File: src/inc/port_ctrl_pkg.sv
// Constants, register map and carrier types of the port-control block.
// Assumes a byte-wide processor access port with bit and byte writes.
package port_ctrl_pkg;

    localparam int NPORT = 8;
    localparam int NASEL = 3;

    // Port numbers behind the eight port slots
    localparam logic [19:0] PORT_NUM [NPORT] = '{
        20'h00000, 20'h00001, 20'h00002, 20'h00003,
        20'h00004, 20'h00005, 20'h0000C, 20'h0000E};
    localparam int P0_IX = 0;
    localparam int P2_IX = 2;
    localparam int P3_IX = 3;
    localparam int P4_IX = 4;
    localparam int P5_IX = 5;
    localparam int P12_IX = 6;
    localparam int P14_IX = 7;

    localparam logic [19:0] LATCH_BASE = 20'hFFF00;
    localparam logic [19:0] DIR_BASE = 20'hFFF20;
    localparam logic [19:0] PULLUP_BASE = 20'hF0030;
    localparam logic [19:0] TTL_BASE = 20'hF0040;
    localparam logic [19:0] ODRAIN_BASE = 20'hF0050;
    localparam logic [19:0] ASEL_ADDR [NASEL] = '{
        20'hF0060, 20'hF006C, 20'hF006E};
    localparam logic [19:0] GROUP_CFG_ADDR = 20'hF0076;
    localparam logic [19:0] REDIRECT_ADDR = 20'hF0079;

    localparam logic [7:0] LATCH_RST = 8'h00;
    localparam logic [7:0] DIR_RST = 8'hFF;
    localparam logic [7:0] PULLUP_RST = 8'h00;
    localparam logic [7:0] PULLUP4_RST = 8'h01;
    localparam logic [7:0] TTL_RST = 8'h00;
    localparam logic [7:0] ODRAIN_RST = 8'h00;
    localparam logic [7:0] ASEL_RST = 8'hFF;
    localparam logic [3:0] GROUP_CFG_RST = 4'h0;
    localparam logic [3:0] REDIRECT_RST = 4'h0;

    localparam logic [3:0] GROUP_ALL_ANALOG = 4'h0;
    localparam logic [3:0] GROUP_ALL_DIGITAL = 4'h1;
    localparam logic [3:0] GROUP_MAX = 4'h8;

    // Redirect field codes
    localparam logic [1:0] OUT_TO_P30 = 2'b00;
    localparam logic [1:0] OUT_TO_P50 = 2'b01;
    localparam logic [1:0] OUT_TO_P00 = 2'b10;
    localparam logic [1:0] IO_TO_P01 = 2'b00;
    localparam logic [1:0] IO_TO_P31 = 2'b01;
    localparam logic [1:0] IO_TO_PORT4_BIT1 = 2'b10;

    typedef struct packed {
        logic rd;
        logic wr;
        logic bit_op;
        logic [2:0] bit_idx;
        logic bit_val;
        logic [19:0] addr;
        logic [7:0] wdata;
    } cpu_req_s;

endpackage : port_ctrl_pkg

File: src/logic/port_analog_select_redirect_io.sv
// Port latches, direction, pull-up, buffer and analog selection with
// timer pin redirection. The processor side issues at most one access
// per cycle; pins are sampled synchronously to clk.
`timescale 1ns/1ps

module port_analog_select_redirect_io
    import port_ctrl_pkg::*;
(
    input wire logic clk,
    input wire logic nrst,
    input wire cpu_req_s cpu,
    output logic [7:0] cpu_rdata,
    input wire logic [NPORT-1:0][7:0] pin_in,
    output logic [NPORT-1:0][7:0] pin_out,
    output logic [NPORT-1:0][7:0] pin_oe_n,
    output logic [NPORT-1:0][7:0] pullup_on,
    output logic [NPORT-1:0][7:0] ttl_on,
    output logic [7:0] group_analog,
    output logic [3:0] dual_analog,
    input wire logic timer_out_signal,
    input wire logic timer_io_signal,
    output logic timer_io_in
);

    logic [7:0] latch_ff [NPORT];
    logic [7:0] dir_ff [NPORT];
    logic [7:0] pullup_ff [NPORT];
    logic [7:0] ttl_ff [NPORT];
    logic [7:0] odrain_ff [NPORT];
    logic [7:0] asel_ff [NASEL];
    logic [3:0] group_cfg_ff;
    logic [3:0] redirect_ff;
    logic [7:0] rdata_ff;
    logic [7:0] nxt_rdata;
    logic [7:0] analog [NPORT];
    logic [7:0] rd_val [NPORT];
    logic [7:0] alt_en [NPORT];
    logic [NPORT-1:0] lat_sel;
    logic [NPORT-1:0] dir_sel;
    logic [NPORT-1:0] pu_sel;
    logic [NPORT-1:0] ttl_sel;
    logic [NPORT-1:0] od_sel;
    logic [NASEL-1:0] asel_sel;

    // Byte write, or bit write merged into the given operand
    function automatic logic [7:0] merge(input logic [7:0] operand,
                                         input cpu_req_s req);
        logic [7:0] res;
        res = operand;
        if (req.bit_op) begin
            res[req.bit_idx] = req.bit_val;
        end else begin
            res = req.wdata;
        end
        return res;
    endfunction : merge

    function automatic logic [7:0] group_decode(input logic [3:0] cfg);
        logic [8:0] ones;
        ones = (9'h001 << (cfg - 4'h1)) - 9'h001;
        if (cfg == GROUP_ALL_ANALOG) begin
            return 8'hFF;
        end else if (cfg > GROUP_MAX || cfg == GROUP_ALL_DIGITAL) begin
            return 8'h00;
        end else begin
            return ones[7:0];
        end
    endfunction : group_decode

    // Address decode
    always_comb begin
        for (int i = 0; i < NPORT; i++) begin
            lat_sel[i] = cpu.wr && cpu.addr == LATCH_BASE + PORT_NUM[i];
            dir_sel[i] = cpu.wr && cpu.addr == DIR_BASE + PORT_NUM[i];
            pu_sel[i] = cpu.wr && cpu.addr == PULLUP_BASE + PORT_NUM[i];
            ttl_sel[i] = cpu.wr && cpu.addr == TTL_BASE + PORT_NUM[i];
            od_sel[i] = cpu.wr && cpu.addr == ODRAIN_BASE + PORT_NUM[i];
        end
        for (int j = 0; j < NASEL; j++) begin
            asel_sel[j] = cpu.wr && cpu.addr == ASEL_ADDR[j];
        end
    end

    // Analog pins: four dual-use pins and the converter group
    always_comb begin
        group_analog = group_decode(group_cfg_ff);
        dual_analog = {asel_ff[2][7], asel_ff[1][0],
                       asel_ff[0][1], asel_ff[0][0]};
        for (int i = 0; i < NPORT; i++) begin
            analog[i] = 8'h00;
        end
        analog[P0_IX][1:0] = asel_ff[0][1:0];
        analog[P12_IX][0] = asel_ff[1][0];
        analog[P14_IX][7] = asel_ff[2][7];
        analog[P2_IX] = group_analog;
    end

    // Per-bit read value; analog pins read as zero
    always_comb begin
        for (int i = 0; i < NPORT; i++) begin
            rd_val[i] = ((dir_ff[i] & pin_in[i])
                       | (~dir_ff[i] & latch_ff[i]))
                       & ~analog[i];
        end
    end

    // Output latches; bit writes are read-modify-write on the read value
    always_ff @(posedge clk or negedge nrst) begin
        if (!nrst) begin
            for (int i = 0; i < NPORT; i++) begin
                latch_ff[i] <= LATCH_RST;
            end
        end else begin
            for (int i = 0; i < NPORT; i++) begin
                if (lat_sel[i]) begin
                    latch_ff[i] <= merge(rd_val[i], cpu);
                end
            end
        end
    end

    always_ff @(posedge clk or negedge nrst) begin
        if (!nrst) begin
            for (int i = 0; i < NPORT; i++) begin
                dir_ff[i] <= DIR_RST;
            end
        end else begin
            for (int i = 0; i < NPORT; i++) begin
                if (dir_sel[i]) begin
                    dir_ff[i] <= merge(dir_ff[i], cpu);
                end
            end
        end
    end

    always_ff @(posedge clk or negedge nrst) begin
        if (!nrst) begin
            for (int i = 0; i < NPORT; i++) begin
                pullup_ff[i] <= (i == P4_IX) ? PULLUP4_RST : PULLUP_RST;
            end
        end else begin
            for (int i = 0; i < NPORT; i++) begin
                if (pu_sel[i]) begin
                    pullup_ff[i] <= merge(pullup_ff[i], cpu);
                end
            end
        end
    end

    always_ff @(posedge clk or negedge nrst) begin
        if (!nrst) begin
            for (int i = 0; i < NPORT; i++) begin
                ttl_ff[i] <= TTL_RST;
            end
        end else begin
            for (int i = 0; i < NPORT; i++) begin
                if (ttl_sel[i]) begin
                    ttl_ff[i] <= merge(ttl_ff[i], cpu);
                end
            end
        end
    end

    always_ff @(posedge clk or negedge nrst) begin
        if (!nrst) begin
            for (int i = 0; i < NPORT; i++) begin
                odrain_ff[i] <= ODRAIN_RST;
            end
        end else begin
            for (int i = 0; i < NPORT; i++) begin
                if (od_sel[i]) begin
                    odrain_ff[i] <= merge(odrain_ff[i], cpu);
                end
            end
        end
    end

    always_ff @(posedge clk or negedge nrst) begin
        if (!nrst) begin
            for (int j = 0; j < NASEL; j++) begin
                asel_ff[j] <= ASEL_RST;
            end
        end else begin
            for (int j = 0; j < NASEL; j++) begin
                if (asel_sel[j]) begin
                    asel_ff[j] <= merge(asel_ff[j], cpu);
                end
            end
        end
    end

    // Byte-only registers: bit writes are ignored
    always_ff @(posedge clk or negedge nrst) begin
        if (!nrst) begin
            group_cfg_ff <= GROUP_CFG_RST;
        end else if (cpu.wr && !cpu.bit_op
                     && cpu.addr == GROUP_CFG_ADDR) begin
            group_cfg_ff <= cpu.wdata[3:0];
        end
    end

    always_ff @(posedge clk or negedge nrst) begin
        if (!nrst) begin
            redirect_ff <= REDIRECT_RST;
        end else if (cpu.wr && !cpu.bit_op
                     && cpu.addr == REDIRECT_ADDR) begin
            redirect_ff <= cpu.wdata[3:0];
        end
    end

    // Timer redirection onto the alternate pins
    always_comb begin
        for (int i = 0; i < NPORT; i++) begin
            alt_en[i] = 8'h00;
        end
        unique case (redirect_ff[3:2])
            OUT_TO_P30: alt_en[P3_IX][0] = timer_out_signal;
            OUT_TO_P50: alt_en[P5_IX][0] = timer_out_signal;
            OUT_TO_P00: alt_en[P0_IX][0] = timer_out_signal;
            default: ;
        endcase
        unique case (redirect_ff[1:0])
            IO_TO_P01: alt_en[P0_IX][1] = timer_io_signal;
            IO_TO_P31: alt_en[P3_IX][1] = timer_io_signal;
            IO_TO_PORT4_BIT1: alt_en[P4_IX][1] = timer_io_signal;
            default: ;
        endcase
    end

    always_comb begin
        unique case (redirect_ff[1:0])
            IO_TO_P01: timer_io_in = pin_in[P0_IX][1];
            IO_TO_P31: timer_io_in = pin_in[P3_IX][1];
            IO_TO_PORT4_BIT1: timer_io_in = pin_in[P4_IX][1];
            default: timer_io_in = 1'b0;
        endcase
    end

    // Pin drivers, open drain and pull-ups
    always_comb begin
        for (int i = 0; i < NPORT; i++) begin
            for (int b = 0; b < 8; b++) begin
                pin_out[i][b] = latch_ff[i][b] | alt_en[i][b];
                pin_oe_n[i][b] = dir_ff[i][b] | analog[i][b]
                    | (odrain_ff[i][b] & pin_out[i][b]);
                pullup_on[i][b] = pullup_ff[i][b] & dir_ff[i][b]
                    & ~odrain_ff[i][b] & ~analog[i][b];
                ttl_on[i][b] = ttl_ff[i][b];
            end
        end
    end

    // Read data, one cycle after the request
    always_comb begin
        nxt_rdata = 8'h00;
        for (int i = 0; i < NPORT; i++) begin
            if (cpu.addr == LATCH_BASE + PORT_NUM[i]) begin
                nxt_rdata = rd_val[i];
            end
            if (cpu.addr == DIR_BASE + PORT_NUM[i]) begin
                nxt_rdata = dir_ff[i];
            end
            if (cpu.addr == PULLUP_BASE + PORT_NUM[i]) begin
                nxt_rdata = pullup_ff[i];
            end
            if (cpu.addr == TTL_BASE + PORT_NUM[i]) begin
                nxt_rdata = ttl_ff[i];
            end
            if (cpu.addr == ODRAIN_BASE + PORT_NUM[i]) begin
                nxt_rdata = odrain_ff[i];
            end
        end
        for (int j = 0; j < NASEL; j++) begin
            if (cpu.addr == ASEL_ADDR[j]) begin
                nxt_rdata = asel_ff[j];
            end
        end
        if (cpu.addr == GROUP_CFG_ADDR) begin
            nxt_rdata = {4'h0, group_cfg_ff};
        end
        if (cpu.addr == REDIRECT_ADDR) begin
            nxt_rdata = {4'h0, redirect_ff};
        end
    end

    always_ff @(posedge clk or negedge nrst) begin
        if (!nrst) begin
            rdata_ff <= 8'h00;
        end else if (cpu.rd) begin
            rdata_ff <= nxt_rdata;
        end
    end

    assign cpu_rdata = rdata_ff;

endmodule : port_analog_select_redirect_io

File: config.mk
export PLATFORM = sky130hd
export DESIGN_NAME = port_analog_select_redirect_io
export DESIGN_NICKNAME = d
export VERILOG_FILES = /design/src/inc/port_ctrl_pkg.sv /design/src/logic/port_analog_select_redirect_io.sv
export SDC_FILE = /design/constraint.sdc
export NUM_CORES = 1
export LEC_CHECK = 0
export ABC_CLOCK_PERIOD_IN_PS = 2600
export BUFFER_PORTS_ARGS = -buffer_cell sky130_fd_sc_hd__buf_2
export CAP_MARGIN = 15
export CORE_MARGIN = 4
export CORE_UTILIZATION = 25
export DETAILED_ROUTE_END_ITERATION = 12
export PLACE_DENSITY_LB_ADDON = 0.2
export RECOVER_POWER = 50
export SLEW_MARGIN = 5
export SYNTH_ARGS = -nofsm -noshare
export SYNTH_HDL_FRONTEND = slang
export SYNTH_SLANG_ARGS = --single-unit
File: constraint.sdc
create_clock -name clk -period 2.6 [get_ports clk]
set_clock_uncertainty 0.15 [all_clocks]
set_input_delay 0.13 -clock clk [delete_from_list [all_inputs] [get_ports clk]]
set_output_delay 0.13 -clock clk [all_outputs]
set_load 0.03 [all_outputs]
==> results.md <==
- The run finished, with violations left.
- The port buffer count is 379.
- The count of unresolved DRC violations after routing is 0.
- The initial utilization of the core area, before any placement, comes to 25.3%.
- IR analysis of the VDD net gives a maximum drop of 0.000434 V.
- The final-layout worst hold slack is 0.0316 ns.
- The via count of the first global-routing pass was 24998.
- The critical path goes through nor2_4 > nand3b_1 > ha_2 > buf_6 > a211o_1 > a32o_2 > buf_12 > nor2_4 > o32a_1 > a221oi_2 > a2111oi_4 > o211ai_1 > a22oi_1.
- The critical path start-end classification is reg2reg.
- The buffer levels on the longest clock path is 3.
- For this design the top-level I/O count stands at 380.
- The tightest min-delay check is of the in2reg type.
- The floorplan step set the die height to 302 µm.
- The analysis attributes to cell leakage a power of 14.3 nW.
- The clock net in this run drives a total of 360 sinks.
- The slowest stage cell on the critical path is sky130_fd_sc_hd__dfrtp_1.
- The routed layout has 27334 vias.
- The power density relative to cell area is 448 mW/mm².
- The wire length of the first global-routing pass is 215000 µm.
- The wire-length estimate of the detail-placed layout is 125000 µm.
- The netlist area before placement is 0.0217 mm².
- Setup repair after global routing could not meet its margin everywhere.
- The category of the worst setup path capture point is a flop.
- Compared with the post-synthesis result, the final layout area differs by 47.6%.
- The instance count of the mapped netlist is 2551.
- At the pin with the least slew margin, the transition time is 1.26 ns.
- The headroom to the max-slew limit is 16.0%.
- After the last flow step, the layout net total stands at 3481.
- After layout, the worst path uses 114% of the clock period.
- Among the stages of the critical path, the cell type that occurs most often is sky130_fd_sc_hd__nor2_4.
- The post-route minimum period is 2.97 ns.
- The post-synthesis cell type count is 81.
- The largest fanout of any net on the critical path is 3.
- The number of warning messages in the yosys log is 0.
- After synthesis, the most frequently instantiated cells are sky130_fd_sc_hd__o21ai_0, sky130_fd_sc_hd__dfrtp_1, sky130_fd_sc_hd__a31oi_1.
- The total routed wirelength is 160000 µm.
- The top achievable clock speed is 337 MHz.
- The core region is 0.0855 mm².
- The last weighted congestion value of the routability-driven placer is 1.03.
- The area of the die is 0.0914 mm².
- The number of enable flip-flop cells after synthesis is 0.
- The initial antenna violation count is 8.
- In this run the remaining antenna-violating nets after routing total 0.
- Global routing used 33.7% of the available tracks across all layers.
- Registers take 0.00912 mm².
- Data on the critical path arrives at its endpoint at 3.34 ns.
- Global routing finished with a remaining overflow of 0.
- Overall power consumption after layout is estimated at 0.0143 W.
- The number of inserted filler cells in the final layout is 8836.
- For this run, the slowest stage of the critical path takes 0.43 ns.
- Cells with a size suffix above 1 make up 35.6% of the layout.
- In this run the critical register-to-register path is captured at cpu_rdata[4].
- The clock buffer count from CTS is 45.
- The number of endpoints with negative hold slack in the final report came to 0.
- After floorplanning, the core was divided into 107 placement rows.
- The area of the multi-input gates is 0.0119 mm².
- The H-tree depth is 2.
- Once placement finished, the instance area stood at 0.0289 mm².
- The clock latency at the later pin of the worst-skew pair is 0.62 ns.
- The most frequently used cell type in the post-synthesis netlist is sky130_fd_sc_hd__o21ai_0.
- The final non-filler cell area is 0.0320 mm².
- In this run the horizontal extent of the chip is 302 µm.
- The first element of the critical path is group_cfg_ff[2].
- The setup slack of the most critical reg-to-reg path is -0.37 ns.
- The synthesized design spends more area on one cell type than any other, namely sky130_fd_sc_hd__dfrtp_1.
- At the placement stage, the worst setup path has a slack of -1.73 ns.
- The number of max-capacitance violations reported is 0.
- STA classifies the critical path startpoint as a flop.
- The pin count of the biggest net entering global routing is 71.
- The number of nets in the synthesized netlist is 2655.
- For this run, asynchronously set or reset flops after synthesis account for 100%.
- Among all flip-flop cells after synthesis, the most frequent one is sky130_fd_sc_hd__dfrtp_1.
- In the routed layout, each cell is associated on average with a via count of 5.99.
- The clock input transition at the sequential cells of the worst setup and hold paths is 0.06 ns.
- By area the synthesized netlist is led by sky130_fd_sc_hd__dfrtp_1, sky130_fd_sc_hd__dfstp_2, sky130_fd_sc_hd__o21ai_0, sky130_fd_sc_hd__a31oi_1, sky130_fd_sc_hd__a21oi_1.
- After the first detailed-routing iteration, the DRC count stood at 3373.
- The number of flip-flops and latches in the synthesized netlist is 360.
- Counting cells, the worst reg-to-reg path comes to 13.
- The first detailed-routing pass ran for 8 iterations.
- Dividing the detail-routed wire length by the instance count gives 35.1 µm.
- The final reports fail on negative setup slack.
- The number of pins exceeding their max-slew limit in the final report is 0.
- The final worst slack is -0.369 ns.
- STA puts the critical path data required time at 2.97 ns.
- Summing the sequential cell areas from Yosys gives 42.1% of the chip area.
- The timing endpoint of the critical path is cpu_rdata[4].
- The origin of the critical flop-to-flop path is group_cfg_ff[2].
- In this run the biggest area consumer among cell types represents 31.3% of the synthesized area.
- Setup violations remaining at the end of the flow were counted as 18.
- Setup total negative slack on the finished layout was measured at -3.47 ns.
- The buffer cell driving the clock tree root is sky130_fd_sc_hd__clkbuf_16.
- A synthesized cell averages 8.49 µm².
- The CTS tree is built.
## flip-flops by register name, indices dropped and copies added, names as in the netlist
| name | flops |
|---|---|
| pullup_ff | 64 |
| odrain_ff | 64 |
| group_cfg_ff | 4 |
| asel_ff | 20 |
| dir_ff | 64 |
| ttl_on | 64 |
| cpu_rdata | 8 |
| latch_ff | 6 |
| dual_analog | 4 |
| redirect_ff | 4 |
| pin_out | 58 |
## critical path: cells and delay by family, from the launching register on
family / cells / cell delay (ns)
AO/OA/AOI/OAI: 7 / 1.43
AND/OR/NAND/NOR: 3 / 0.38
adder cells (fa/ha/maj): 1 / 0.22
flip-flops: 1 / 0.43
buffers and inverters: 2 / 0.27
## kinds of logic after synthesis
| logic type | synth area share (%) |
|---|---|
| AO/OA/AOI/OAI | 32.5 |
| AND/OR/NAND/NOR | 16.9 |
| flip-flops | 42.1 |
| buffers and inverters | 6.65 |
| multiplexers | 1.68 |
| adder cells (fa/ha/maj) | 0.150 |
## power by group
part	internal (W)	leakage, nW	total, W	switching [W]
Clock	0.00422	0.800	0.00713	0.00291
Sequential	0.00561	4.68	0.00562	0.00000639
Combinational	0.000407	8.86	0.00156	0.00115
## layout by cell type (no fill, tap or decap), drive strengths merged, types with 21 or more instances in the layout
cell           n
a21o          40
a21oi        214
a221oi        28
a31oi        226
buf          872
clkbuf       188
dfrtp        271
dfstp         89
dlygate4sd3   63
inv           34
mux2i         24
nand2        208
nand3         43
nand4         21
nor2         194
nor2b         24
nor3          80
nor4          29
o21ai        289
o22ai         22
o31ai        122
## through the flow
stage	utilization (%)	instances
floorplan	-	2551
global placement	33.8	4377
detailed placement	33.8	4378
CTS	37.0	4533
global route	37.4	4558
finish	37.4	4564
## worst min-delay path by stage
| stage | startpoint | endpoint | cells after the start |
|---|---|---|---|
| after global routing | cpu[30] | odrain_ff[0] | 3 |
| after global placement | nrst | odrain_ff[52] | 1 |
| after detailed placement | nrst | odrain_ff[50] | 1 |
| after CTS | pin_in[17] | pin_out[17] | 6 |
| final | pin_in[17] | pin_out[17] | 6 |
| after floorplan | nrst | cpu_rdata[0] | 0 |
## routing by layer
metal	track usage [%]	wire length [µm]
met1	47.9	68900
met2	52.5	70300
met3	5.63	14600
met4	10.3	6320
met5	0	21
## repair_timing
action,CTS,global route
setup buffers,11,27
endpoints found under the hold margin,345,0
gates resized for setup,88,106
pin swaps,25,49
hold buffers,64,0
endpoints found under the setup margin,23,25
## cell type report
type | count | area share [%]
clock inverters | 25 | 1.09
repair buffers | 1064 | 24.2
flip-flops and latches | 360 | 28.5
diodes | 6 | 0.0470
well taps | 1144 | 4.48
multi-input cells | 1876 | 37.3
clock buffers | 59 | 4.03
inverters | 30 | 0.352
Note: power is estimated with default switching activity, not from simulation.
